$ cat src/verilog/occ_pkg.sv
// package: register layout, modes and bus constants for the output compare channel
package occ_pkg;

   // register byte addresses on the bus
   localparam logic [7:0]  OCC_CTRL_ADDR   = 8'h00;
   localparam logic [7:0]  OCC_CMP_A_ADDR  = 8'h04;
   localparam logic [7:0]  OCC_CMP_B_ADDR  = 8'h08;
   localparam logic [7:0]  OCC_STAT_ADDR   = 8'h0c;
   localparam logic [7:0]  OCC_MASK_ADDR   = 8'h10;

   // control register field positions
   localparam int          CTRL_IDLE_BIT   = 13;
   localparam int          CTRL_FLT_BIT    = 4;
   localparam int          CTRL_TSEL_BIT   = 3;
   localparam int          CTRL_MODE_LSB   = 0;
   localparam logic [15:0] CTRL_WR_MASK    = 16'h200f;
   localparam logic [15:0] CTRL_RESET      = 16'h0000;
   localparam logic [15:0] CMP_RESET       = 16'h0000;

   // interrupt status bit positions
   localparam int          IRQ_CMP_BIT     = 0;
   localparam int          IRQ_FLT_BIT     = 1;
   localparam int          IRQ_W           = 2;

   // ahb-lite encodings
   localparam logic [1:0]  HTRANS_NONSEQ   = 2'b10;
   localparam logic [1:0]  HTRANS_SEQ      = 2'b11;
   localparam logic        HRESP_OKAY      = 1'b0;

   typedef enum logic [2:0] {
      MODE_OFF     = 3'b000,
      MODE_SET_HI  = 3'b001,
      MODE_SET_LO  = 3'b010,
      MODE_TOGGLE  = 3'b011,
      MODE_SINGLE  = 3'b100,
      MODE_CONT    = 3'b101,
      MODE_PWM     = 3'b110,
      MODE_PWM_FLT = 3'b111
   } occ_mode_t;

   // settings that steer the compare engine
   typedef struct packed {
      logic [15:0] cmp_a;
      logic [15:0] cmp_b;
      occ_mode_t   mode;
      logic        tsel;
      logic        idle_stop;
   } occ_cfg_t;

endpackage

$ cat src/verilog/occ_sync.sv
// two-flop synchroniser for a pin level
`timescale 1ns/10ps
module occ_sync
   import occ_pkg::*;
(
   // clock and reset
   input  wire logic CLK_SYS_I,
   input  wire logic RESET_I,
   // level in and out
   input  wire logic async_i,
   output logic      sync_o
);
   logic meta_q;

   always_ff @(posedge CLK_SYS_I) begin
      if (RESET_I) begin
         meta_q <= 1'b0;
         sync_o <= 1'b0;
      end else begin
         meta_q <= async_i;
         sync_o <= meta_q;
      end
   end
endmodule

$ cat src/verilog/occ_engine.sv
// compare engine: drives the output pin from the selected timer count
`timescale 1ns/10ps
module occ_engine
   import occ_pkg::*;
(
   // clock and reset
   input  wire logic        CLK_SYS_I,
   input  wire logic        RESET_I,
   // configuration
   input  wire occ_cfg_t    cfg_i,
   input  wire logic        run_i,
   input  wire logic        fault_i,
   input  wire logic [15:0] second_timer_i,
   input  wire logic [15:0] third_timer_i,
   // results
   output logic             pin_o,
   output logic             cmp_evt_o,
   output logic             fault_evt_o
);
   occ_mode_t   mode_prev_q;
   logic [15:0] count;
   logic        hit_a;
   logic        hit_b;
   logic        done_q;
   logic        mode_chg;

   assign count    = cfg_i.tsel ? third_timer_i : second_timer_i;  // see (RULE3)
   assign hit_a    = (count == cfg_i.cmp_a);
   assign hit_b    = (count == cfg_i.cmp_b);
   assign mode_chg = (cfg_i.mode != mode_prev_q);

   always_ff @(posedge CLK_SYS_I) begin
      if (RESET_I) begin
         mode_prev_q <= MODE_OFF;
         pin_o       <= 1'b0;
         done_q      <= 1'b0;
         cmp_evt_o   <= 1'b0;
         fault_evt_o <= 1'b0;
      end else begin
         mode_prev_q <= cfg_i.mode;
         cmp_evt_o   <= 1'b0;
         fault_evt_o <= 1'b0;
         if (mode_chg) begin
            // initial pin level on entering a mode; set-low mode starts high
            pin_o  <= (cfg_i.mode == MODE_SET_LO);  // see (RULE9) (RULE7)
            done_q <= 1'b0;
         end else if (run_i) begin  // see (RULE1)
            case (cfg_i.mode)  // see (RULE4)
               MODE_OFF: begin
                  pin_o <= 1'b0;  // see (RULE9)
               end
               MODE_SET_HI: begin
                  if (hit_a && !done_q) begin
                     pin_o     <= 1'b1;  // see (RULE9)
                     done_q    <= 1'b1;
                     cmp_evt_o <= 1'b1;
                  end
               end
               MODE_SET_LO: begin
                  if (hit_a && !done_q) begin
                     pin_o     <= 1'b0;  // see (RULE9)
                     done_q    <= 1'b1;
                     cmp_evt_o <= 1'b1;
                  end
               end
               MODE_TOGGLE: begin
                  if (hit_a) begin
                     pin_o     <= ~pin_o;  // see (RULE9)
                     cmp_evt_o <= 1'b1;
                  end
               end
               MODE_SINGLE, MODE_CONT: begin
                  // rise on a, fall on b; single mode stops after one pulse
                  if (hit_a && !done_q) begin
                     pin_o <= 1'b1;  // see (RULE7) (RULE9)
                  end else if (hit_b && pin_o) begin
                     pin_o     <= 1'b0;
                     cmp_evt_o <= 1'b1;
                     done_q    <= (cfg_i.mode == MODE_SINGLE);
                  end
               end
               MODE_PWM, MODE_PWM_FLT: begin
                  if (cfg_i.mode == MODE_PWM_FLT && fault_i) begin
                     pin_o       <= 1'b0;  // see (RULE5)
                     fault_evt_o <= 1'b1;
                  end else if (count == 16'h0000) begin
                     pin_o <= (cfg_i.cmp_a != 16'h0000);  // see (RULE6)
                  end else if (hit_a) begin
                     pin_o     <= 1'b0;
                     cmp_evt_o <= 1'b1;
                  end
               end
               default: begin
                  pin_o <= 1'b0;
               end
            endcase
         end
      end
   end
endmodule

$ cat src/verilog/occ_top.sv
// output compare channel with ahb-lite register slave and interrupt
//
// The register offsets and register access over AHB-Lite are this design's own decisions.
`timescale 1ns/10ps

// Overview of operation
// (RULE1) idle-stop bit set halts the channel while the cpu is idle.
// (RULE2) fault flag is read-only, set on pwm fault, cleared by hardware only.
// (RULE3) time base select: one picks the third timer, zero the second.
// (RULE4) mode comes from the low three bits of the control register.
// (RULE5) mode 111: pwm with fault input; fault disables output, sets flag.
// (RULE6) mode 110: pwm with the fault input ignored.
// (RULE7) mode 101: pin starts low, then continuous compare-driven pulses.
// (RULE8) unimplemented control bits read zero and ignore writes.
// (RULE9) 100 single pulse, 011 toggle, 010 high then low, 001 low then high.
// (RULE10) fault flag stays cleared unless mode is pwm with fault input.
module occ_top
   import occ_pkg::*;
(
   // clock and reset
   input  wire logic        CLK_SYS_I,
   input  wire logic        RESET_I,
   // ahb-lite slave
   input  wire logic        HSEL_I,
   input  wire logic [7:0]  HADDR_I,
   input  wire logic [1:0]  HTRANS_I,
   input  wire logic        HWRITE_I,
   input  wire logic [2:0]  HSIZE_I,
   input  wire logic [31:0] HWDATA_I,
   input  wire logic        HREADY_I,
   output logic [31:0]      HRDATA_O,
   output logic             HREADYOUT_O,
   output logic             HRESP_O,
   // timers and cpu state
   input  wire logic [15:0] SECOND_TIMER_I,
   input  wire logic [15:0] THIRD_TIMER_I,
   input  wire logic        CPU_IDLE_I,
   // pins
   input  wire logic        FAULT_PIN_I,
   output logic             COMPARE_OUTPUT_PIN_O,
   output logic             IRQ_O
);
   logic [15:0]       ctrl_q;
   logic [15:0]       cmp_a_q;
   logic [15:0]       cmp_b_q;
   logic [IRQ_W-1:0]  stat_q;
   logic [IRQ_W-1:0]  mask_q;
   logic              flt_q;
   logic              wr_pend_q;
   logic [7:0]        wr_addr_q;
   logic              fault_s;
   logic              cmp_evt;
   logic              fault_evt;
   logic              run;
   logic              addr_ok;
   logic [IRQ_W-1:0]  evt;
   logic [IRQ_W-1:0]  w1c;
   logic [31:0]       rd_mux;
   occ_cfg_t          cfg;
   occ_mode_t         mode;

   assign mode = occ_mode_t'(ctrl_q[CTRL_MODE_LSB +: 3]);
   assign run  = !(cfg.idle_stop && CPU_IDLE_I);  // see (RULE1)

   always_comb begin
      cfg.cmp_a     = cmp_a_q;
      cfg.cmp_b     = cmp_b_q;
      cfg.mode      = mode;
      cfg.tsel      = ctrl_q[CTRL_TSEL_BIT];
      cfg.idle_stop = ctrl_q[CTRL_IDLE_BIT];
   end

   // fault pin comes from outside the clock domain
   occ_sync u_fault_sync (
      .CLK_SYS_I (CLK_SYS_I),
      .RESET_I   (RESET_I),
      .async_i   (FAULT_PIN_I),
      .sync_o    (fault_s)
   );

   occ_engine u_engine (
      .CLK_SYS_I   (CLK_SYS_I),
      .RESET_I     (RESET_I),
      .cfg_i       (cfg),
      .run_i       (run),
      .fault_i     (fault_s),
      .second_timer_i    (SECOND_TIMER_I),
      .third_timer_i    (THIRD_TIMER_I),
      .pin_o       (COMPARE_OUTPUT_PIN_O),
      .cmp_evt_o   (cmp_evt),
      .fault_evt_o (fault_evt)
   );

   // address phase capture; writes land one cycle later in the data phase
   always_ff @(posedge CLK_SYS_I) begin
      if (RESET_I) begin
         wr_pend_q <= 1'b0;
         wr_addr_q <= 8'h00;
      end else if (HREADY_I) begin
         wr_pend_q <= HSEL_I && HWRITE_I &&
                      (HTRANS_I == HTRANS_NONSEQ || HTRANS_I == HTRANS_SEQ);
         wr_addr_q <= HADDR_I;
      end
   end

   // control register: only documented bits are writable
   always_ff @(posedge CLK_SYS_I) begin
      if (RESET_I) begin
         ctrl_q <= CTRL_RESET;
      end else if (wr_pend_q && wr_addr_q == OCC_CTRL_ADDR) begin
         ctrl_q <= HWDATA_I[15:0] & CTRL_WR_MASK;  // see (RULE8)
      end
   end

   always_ff @(posedge CLK_SYS_I) begin
      if (RESET_I) begin
         cmp_a_q <= CMP_RESET;
         cmp_b_q <= CMP_RESET;
      end else if (wr_pend_q) begin
         if (wr_addr_q == OCC_CMP_A_ADDR) begin
            cmp_a_q <= HWDATA_I[15:0];
         end
         if (wr_addr_q == OCC_CMP_B_ADDR) begin
            cmp_b_q <= HWDATA_I[15:0];
         end
      end
   end

   // fault flag: hardware sets, hardware clears on leaving fault mode or fault end
   always_ff @(posedge CLK_SYS_I) begin
      if (RESET_I) begin
         flt_q <= 1'b0;
      end else if (mode != MODE_PWM_FLT) begin
         flt_q <= 1'b0;  // see (RULE10)
      end else if (fault_evt) begin
         flt_q <= 1'b1;  // see (RULE2) (RULE5)
      end else if (!fault_s) begin
         flt_q <= 1'b0;  // see (RULE2)
      end
   end

   // interrupt status: set beats write-one-to-clear
   assign evt = {fault_evt, cmp_evt};
   assign w1c = (wr_pend_q && wr_addr_q == OCC_STAT_ADDR) ? HWDATA_I[IRQ_W-1:0] : '0;

   always_ff @(posedge CLK_SYS_I) begin
      if (RESET_I) begin
         stat_q <= '0;
      end else begin
         stat_q <= (stat_q & ~w1c) | evt;
      end
   end

   always_ff @(posedge CLK_SYS_I) begin
      if (RESET_I) begin
         mask_q <= '0;
      end else if (wr_pend_q && wr_addr_q == OCC_MASK_ADDR) begin
         mask_q <= HWDATA_I[IRQ_W-1:0];
      end
   end

   always_ff @(posedge CLK_SYS_I) begin
      if (RESET_I) begin
         IRQ_O <= 1'b0;
      end else begin
         IRQ_O <= |(stat_q & mask_q);
      end
   end

   // read data registered in the address phase, shown in the data phase
   always_comb begin
      addr_ok = 1'b1;
      rd_mux  = 32'h0000_0000;
      case (HADDR_I)
         OCC_CTRL_ADDR: begin
            rd_mux[15:0]         = ctrl_q;
            rd_mux[CTRL_FLT_BIT] = flt_q;  // see (RULE2) (RULE8)
         end
         OCC_CMP_A_ADDR: rd_mux[15:0] = cmp_a_q;
         OCC_CMP_B_ADDR: rd_mux[15:0] = cmp_b_q;
         OCC_STAT_ADDR: rd_mux[IRQ_W-1:0] = stat_q;
         OCC_MASK_ADDR: rd_mux[IRQ_W-1:0] = mask_q;
         default: addr_ok = 1'b0;
      endcase
   end

   always_ff @(posedge CLK_SYS_I) begin
      if (RESET_I) begin
         HRDATA_O <= 32'h0000_0000;
      end else if (HREADY_I && HSEL_I && !HWRITE_I && HTRANS_I[1]) begin
         // unmapped addresses read zero with an okay answer
         HRDATA_O <= addr_ok ? rd_mux : 32'h0000_0000;
      end
   end

   assign HREADYOUT_O = 1'b1;
   assign HRESP_O     = HRESP_OKAY;
endmodule

$ cat config.mk
export PLATFORM = sky130hd
export DESIGN_NAME = occ_top
export DESIGN_NICKNAME = d
export VERILOG_FILES = /design/src/verilog/occ_pkg.sv /design/src/verilog/occ_sync.sv /design/src/verilog/occ_engine.sv /design/src/verilog/occ_top.sv
export SDC_FILE = /design/constraint.sdc
export NUM_CORES = 1
export LEC_CHECK = 0
export ABC_AREA = 1
export BUFFER_PORTS_ARGS = -buffer_cell sky130_fd_sc_hd__clkbuf_2
export CORE_UTILIZATION = 30
export CTS_CLUSTER_SIZE = 25
export DETAILED_ROUTE_END_ITERATION = 6
export PLACE_DENSITY = 0.6
export SLEW_MARGIN = 30
export SYNTH_ARGS = -nofsm -noshare
export SYNTH_HDL_FRONTEND = slang
export SYNTH_SLANG_ARGS = --single-unit
$ cat constraint.sdc
create_clock -name CLK_SYS_I -period 1.9 [get_ports CLK_SYS_I]
set_input_delay 0.38 -clock CLK_SYS_I [delete_from_list [all_inputs] [get_ports CLK_SYS_I]]
set_output_delay 0.38 -clock CLK_SYS_I [all_outputs]
set_load 0.005 [all_outputs]
==> metrics.csv, run 1 <==
metric,value,unit
status,completed,
required,2130,ps
clockRootBuffer,clkbuf_16,
grt_use_met1,23.53,%
busiest_layer,met2,
netlist_instances,669,
viasPerCell,4.607,
clk_pin_slew_worst_paths,60,ps
final_cell_mix,"nand2_1 (152), inv_1 (86), clkbuf_2 (81), dfxtp_1 (76), nor2_1 (75)",
syn_area,4260,um2
dieArea,14680,um2
post-place-ws,-13.26,ps
ys_ff_latch,77,
ctsHtreeMaxLevel,3,
synth_area_per_cell,6.368,um2
first_pass_iters,4,
drive_gt1_share,22.86,%
portBuffers,81,
grt_util_met2,29.32,%
grt_overflow,0,
rows,43,
grt.total_usage,18.52,%
p_leak,2.458,nW
initial_core_util,30.69,%
timing.fmax,0.5440,GHz
ir_worst_vdd,0.3708,mV
power_density,701.5,nW/um2
start_kind,register,
yosysSeqAreaShare,36.18,%
cts_tree,yes,
cts_made_buffers,9,
cts_sinks,77,
final_common_cell,nand2_1,
ys_types,31,
grt_pass1_vias,4104,
io_pins,120,
cp.arrival,2070,ps
end_kind,register,
max_cap_viol_count,0,
worstSkewPairLatency,350,ps
fp.dieH,121.2,um
seq_area,1545,um2
worst_pin_slew,528.0,ps
fillerInstances,1543,
drv_slew,0,
synth_fa_ha_area_share,0,%
synth.area.mux_share,0,%
holdCritPathClass,primary input to register,
clock_path_buffers,2,
hpwl,9.851,mm
grt_pass1_wl,20.57,mm
fin_nets,849,
die_w,121.2,um
synth_compound_area_share,17.00,%
vias,4377,
route.antenna.remaining_nets,0,
use_met3,3.853,%
worstPathMaxFanout,4,
drc,0,
path_class,register to register,
wl_per_cell,13.65,um
synth_simple_gate_area_share,31.84,%
grt_max_degree,33,
multi_input_area,2280,um2
yosysWarningCount,0,
drtIter0Drc,274,
antenna_cells,0,
hold_viol_final,0,
grt_antenna_before_repair,0,
stdcell_area,5405,um2
synth-xor-area-share,1.028,%
fin_ws,61.66,ps
slew-limit-headroom,64.76,%
core,13880,um2
finalCritPeriodShare,96.75,%
fin_worst_skew,10.20,ps
wl,12.96,mm
rsz0062_at_grt,true,
holdWs,229.8,ps
synth_top_family_by_area,simple AND/OR/NAND/NOR gates,
syn_to_final_growth,26.87,%
layout_min_cycle_time,1838,ps
postPlaceCellArea,4970,um2
gp_congestion,0.8533,
setup-violations-final,0,
-- logic make-up (layout without fill, tap and decap cells) --
logic type / after synthesis / in the layout
AO/OA/AOI/OAI: 129 / 129
XOR/XNOR: 5 / 5
buffers and inverters: 133 / 218
flip-flops: 77 / 77
other: 2 / 18
AND/OR/NAND/NOR: 323 / 323
-- critical path: stages, from the launching register on --
cell and delay, ps:
dfxtp_4 390, inv_6 50, buf_4 150, nand2_2 80, nand2_2 70, nand2_1 60, nand2_1 70, nor2_1 110
nand2_1 70, nor2_2 160, buf_4 130, nand4_1 100, nand3_1 110, nor2_1 50, nor2_1 80, nor2_1 40
-- synthesized netlist by cell type --
cell	instances	share of area, %
nand2_1	169	15
inv_1	86	7.6
nor2_1	80	7.0
dfxtp_1	77	36
a21oi_1	55	6.5
nand3_1	40	4.7
o21ai_0	38	4.5
buf_4	19	3.3
clkbuf_1	18	1.6
a211oi_1	16	2.8
nand2_2	13	1.9
o22ai_1	13	1.9
nand4_1	9	1.3
inv_2	5	0.44
nor4_1	4	0.59
nor3_1	3	0.35
xnor2_1	3	0.62
a221oi_1	2	0.41
buf_1	2	0.18
buf_6	2	0.53
conb_1	2	0.18
nor2_2	2	0.29
o221ai_1	2	0.41
xor2_1	2	0.41
a21boi_0	1	0.18
buf_2	1	0.12
nand2_4	1	0.26
nand3b_1	1	0.18
nor4_2	1	0.29
o211ai_1	1	0.18
o21bai_1	1	0.18
-- power by group --
group          internal, W  leakage [nW]  switching [W]
sequential         0.00163         0.624      0.0000123
clock              0.00109         0.148       0.000704
combinational     0.000136          1.69       0.000219
-- metrics by stage --
stage	power (W)	utilization [%]	std cells	setup TNS [ps]
after floorplan	0.001890	-	685	0
after global placement	0.002022	35.80	933	0
after detailed placement	0.002023	35.80	933	-18.83
after CTS	0.003819	38.10	949	0
after global routing	0.003963	38.94	950	-306.0
final	0.003792	38.94	950	0
-- metal layers --
| layer | wire length (um) | share of wire [%] |
|---|---|---|
| met1 | 5910 | 46 |
| met2 | 5880 | 45 |
| met3 | 747 | 5.8 |
| met4 | 425 | 3.3 |
| met5 | 0 | 0 |
-- repair_timing --
action	CTS	global route
hold buffers	0	0
buffers inserted	0	0
pin swaps	3	10
endpoints found under the setup margin	2	5
cloned	0	1
resized for setup	3	32
-- path summary, 6_finish.rpt --
| path | cells past startpoint | slack (ps) | startpoint | endpoint |
|---|---|---|---|---|
| setup / recovery | 15 | 60 | ctrl_q[3] | u_engine.done_q |
| hold / removal | 3 | 230 | FAULT_PIN_I | u_fault_sync.meta_q |
| setup reg to reg | 15 | 60 | ctrl_q[3] | u_engine.done_q |
| hold reg to reg | 2 | 400 | u_fault_sync.meta_q | u_fault_sync.sync_o |
-- final cells by class --
cell class	count	area share, %
multi-input combinational	475	42.18
sequential	77	28.59
timing repair buffer	111	12.89
inverter	91	6.412
clock buffer	11	4.676
tap	180	4.167
clock inverter	5	1.088
-- flip-flops by register name, indices dropped and copies added, names as in the netlist, 2 cells and up --
signal,count
mask_q,2
stat_q,2
wr_addr_q,8
u_engine.mode_prev_q,3
ctrl_q,5
HRDATA_O,16
cmp_b_q,16
cmp_a_q,16
Power figures use the tool's default switching activity.
==> inputs of run 2 (changes only) <==
Clock period 1.9 ns to 2.1 ns, I/O delays scaled along.
==> metrics.csv, run 2 (synthesis gave the netlist of run 1 again) <==
metric,value,unit
cts_resized,0,
final_common_cell,nand2_1,
hold_start,FAULT_PIN_I,
grt_pass1_wl,19.98,mm
drv_slew,0,
layout_min_cycle_time,1939,ps
hpwl,9.789,mm
power_density,629.4,nW/um2
tns,0,ps
holdCritPathClass,primary input to register,
holdPathStages,3,
viasPerCell,4.600,
core,13880,um2
r2r-start,ctrl_q[3],
wl,12.78,mm
clock_path_buffers,2,
worstSkewPairLatency,340,ps
route.antenna.remaining_nets,0,
path_class,register to register,
clk_pin_slew_worst_paths,60,ps
dp_cells,919,
rows,43,
first_pass_iters,5,
postPlaceCellArea,4852,um2
timing.fmax,0.5157,GHz
grt_util_met2,30.29,%
min_to,u_fault_sync.meta_q,
grt_pass1_vias,4032,
grt_antenna_before_repair,0,
ctsHtreeMaxLevel,3,
cp.arrival,2180,ps
utilization,37.19,%
final_cell_mix,"nand2_1 (168), inv_1 (86), clkbuf_2 (81), nor2_1 (79), dfxtp_1 (76)",
cts_tree,yes,
wl_per_cell,13.66,um
reg2reg_depth,17,
fp.dieH,121.2,um
syn_to_final_growth,21.17,%
rsz0062_at_grt,false,
drive_gt1_share,18.12,%
slew-limit-headroom,62.82,%
setup-violations-final,0,
fin_nets,835,
timing.reg2reg.setup_slack,160,ps
max_cap_viol_count,0,
drc,0,
worst_pin_slew,557.1,ps
status,completed,
end_kind,register,
die_w,121.2,um
holdWs,263.7,ps
portBuffers,81,
grt.total_usage,18.02,%
io_pins,120,
finalCritPeriodShare,92.34,%
drtIter0Drc,285,
clockRootBuffer,clkbuf_16,
stdcell_count,936,
use_met3,3.947,%
cts_sinks,77,
grt_overflow,0,
post-cts-setup-buffers,0,
stdcell_area,5162,um2
hold_viol_final,0,
gp_congestion,0.8527,
regToRegEndpoint,u_engine.pin_o,
vias,4306,
p_leak,2.369,nW
ir_worst_vdd,0.3627,mV
grt_use_met1,22.18,%
antenna_cells,0,
holdBufCountCts,0,
start_kind,register,
grt_max_degree,33,
cts_made_buffers,9,
worstPathMaxFanout,9,
busiest_layer,met2,
required,2340,ps
top_regs,"HRDATA_O (16), cmp_a_q (16), cmp_b_q (16)",
fin_worst_skew,7.571,ps
dieArea,14680,um2
initial_core_util,30.69,%
-- run 2: cell count changes in the layout (fill, tap and decap cells not counted), sizes merged --
cell,change
clkinv,+1
bufinv,-1
buf,-14
clkinvlp,-1
clkbuf,+1
-- run 2: final cells by class --
cell class / count / area [um2]
clock buffers: 12 / 256.5
clock inverters: 4 / 22.52
fillers: 1576 / 8718
inverters: 91 / 341.6
multi-input cells: 475 / 2206
flip-flops and latches: 77 / 1543
well taps: 180 / 225.2
repair buffers: 97 / 568.0
-- run 2: how the worst max path moves through the flow --
| stage | from | endpoint | depth (start not counted) |
|---|---|---|---|
| after global placement | ctrl_q[3] | u_engine.pin_o | 16 |
| final | ctrl_q[3] | u_engine.pin_o | 17 |
| after global routing | ctrl_q[3] | u_engine.pin_o | 17 |
| after detailed placement | ctrl_q[3] | u_engine.pin_o | 16 |
| after CTS | ctrl_q[3] | u_engine.pin_o | 16 |
| after floorplan | ctrl_q[3] | u_engine.pin_o | 17 |
-- run 2: through the flow --
step	setup slack [ps]	total power, W
floorplan	480.0	0.001710
global placement	202.3	0.001814
detailed placement	146.3	0.001815
finish	160.8	0.003249
CTS	139.5	0.003291
global route	4.475	0.003386
-- run 2: routing by layer --
metal / wire [um] / up-vias
li1: - / 2289
met1: 5928 / 1884
met5: 0 / -
met4: 240 / 0
met3: 646 / 18
met2: 5969 / 115
-- run 2: worst max-delay path, stage by stage (launching register included) --
cell,delay (ps)
dfxtp_2,330
inv_2,110
buf_12,150
nand2_1,80
nand2_1,110
nor2_1,50
nor2_1,130
nand3_1,130
nor2_2,190
nand2_1,110
inv_2,70
nand2_2,60
nand2_1,60
nand2_1,40
nand2_1,70
nand2_1,50
nand2_1,50
nor2_1,40
-- run 2: report_power, final --
group / total (W) / switching [W] / internal [W]
clock network: 0.00146 / 0.000605 / 0.000859
logic: 0.000297 / 0.000189 / 0.000107
registers: 0.00149 / 0.0000108 / 0.00148
==> inputs of run 3 (changes only) <==
Settings changed: CORE_ASPECT_RATIO set to 2.
==> metrics.csv, run 3 (synthesis gave the netlist of run 1 again) <==
metric,value,unit
power_density,682.5,nW/um2
p_leak,2.426,nW
final_common_cell,nand2_1,
worst_pin_slew,520.3,ps
setup-violations-final,0,
clock_path_buffers,2,
multi_input_area,2233,um2
wl_per_cell,14.76,um
critPathLaunch,ctrl_q[3],
path_class,register to register,
grt.total_usage,19.80,%
grt_pass1_vias,4339,
die_w,86.27,um
r2r-start,ctrl_q[3],
finalCritPeriodShare,92.59,%
worstPathMaxFanout,10,
cts_tree,yes,
portBuffers,81,
hold_viol_final,0,
core,13890,um2
gp_congestion,0.8695,
end_kind,register,
route.antenna.remaining_nets,0,
slew-limit-headroom,65.28,%
rows,61,
fillerInstances,1579,
reg2reg_depth,17,
clk_pin_slew_worst_paths,60,ps
holdBufCountCts,0,
grt_max_degree,33,
required,2340,ps
grt_antenna_before_repair,0,
fin_nets,838,
antenna_cells,0,
path_common_cell,nand2_1,
wl,13.98,mm
fp.dieH,170.5,um
grt_overflow,0,
io_pins,120,
holdWs,276.2,ps
drive_gt1_share,19.26,%
cts_sinks,77,
start_kind,register,
viasPerCell,4.732,
syn_to_final_growth,24.64,%
cp.arrival,2180,ps
dp_cells,930,
ir_worst_vdd,0.4035,mV
timing.reg2reg.setup_slack,160,ps
first_pass_iters,4,
status,completed,
initial_core_util,30.67,%
grt_pass1_wl,21.59,mm
post-place-ws,71.65,ps
fin_ws,155.6,ps
worstPathCellList,"inv_4, buf_12, nand2_2, nand3_1, nand2_1, nor2_1, nand2_1, nor2_1, nand3_1, nand2_1, nand2_1, nand2_1, nand2_1, nand2_2, nand2_1, nand2_1, nor2_1",
cts_made_buffers,9,
clockRootBuffer,clkbuf_16,
final_cell_mix,"nand2_1 (163), inv_1 (86), clkbuf_2 (81), nor2_1 (79), dfxtp_1 (76)",
critical_path.slowest_cell,dfxtp_4,
top_regs,"HRDATA_O (16), cmp_a_q (16), cmp_b_q (16)",
cpPeakStageDelay,360,ps
tns,0,ps
hpwl,10.92,mm
ctsHtreeMaxLevel,3,
drc,0,
worstSkewPairLatency,350,ps
fin_worst_skew,9.182,ps
dieArea,14710,um2
drtIter0Drc,223,
timing.fmax,0.5143,GHz
holdCritPathClass,primary input to register,
postPlaceCellArea,4891,um2
seq_area,1545,um2
regToRegEndpoint,u_engine.pin_o,
cp-endpoint,u_engine.pin_o,
layout_min_cycle_time,1944,ps
drv_slew,0,
vias,4481,
max_cap_viol_count,0,
stdcell_area,5310,um2
stdcell_count,947,
[run 3: cell type report]
| cell class | count | area share, % |
|---|---|---|
| Timing Repair Buffer | 100 | 11.36 |
| Clock buffer | 11 | 4.760 |
| Sequential cell | 77 | 29.10 |
| Clock inverter | 4 | 1.791 |
| Tap cell | 189 | 4.453 |
| Multi-Input combinational cell | 475 | 42.06 |
| Inverter | 91 | 6.480 |
[run 3: layer usage]
metal,wire [um],vias to the layer above,global-route usage [%]
met5,0,-,0
met3,590,44,2.701
li1,-,2288,-
met2,7806,143,38.79
met4,728,0,12.90
met1,4855,2006,18.41
[run 3: worst min path at each step]
stage                        startpoint             endpoint  slack (ps)  cells past startpoint
floorplan           u_fault_sync.meta_q  u_fault_sync.sync_o         390                      2
global placement    u_fault_sync.meta_q  u_fault_sync.sync_o         390                      2
detailed placement  u_fault_sync.meta_q  u_fault_sync.sync_o         390                      2
CTS                         FAULT_PIN_I  u_fault_sync.meta_q         280                      3
global route                FAULT_PIN_I  u_fault_sync.meta_q         310                      3
finish                      FAULT_PIN_I  u_fault_sync.meta_q         280                      3
[run 3: stage by stage]
step                      total power [W]  utilization, %
after global routing             0.003760           38.23
after global placement           0.001824           35.21
after CTS                        0.003644           37.71
after detailed placement         0.001826           35.21
after floorplan                  0.001710               -
final                            0.003624           38.23
[run 3: repair_timing]
| item | CTS | global route |
|---|---|---|
| resized for setup | 0 | 14 |
| endpoints found under the setup margin | 0 | 3 |
| setup buffers | 0 | 1 |
[run 3: report_power, final]
group	internal (W)	switching (W)
sequential	0.00148	0.0000111
combinational	0.000111	0.000199
clock	0.00122	0.000610
[run 3: critical path, delay by kind of cell, from the launching register on]
kind	cells	cell delay (ps)
buffers and inverters	2	240
flip-flops	1	360
AND/OR/NAND/NOR	15	1220
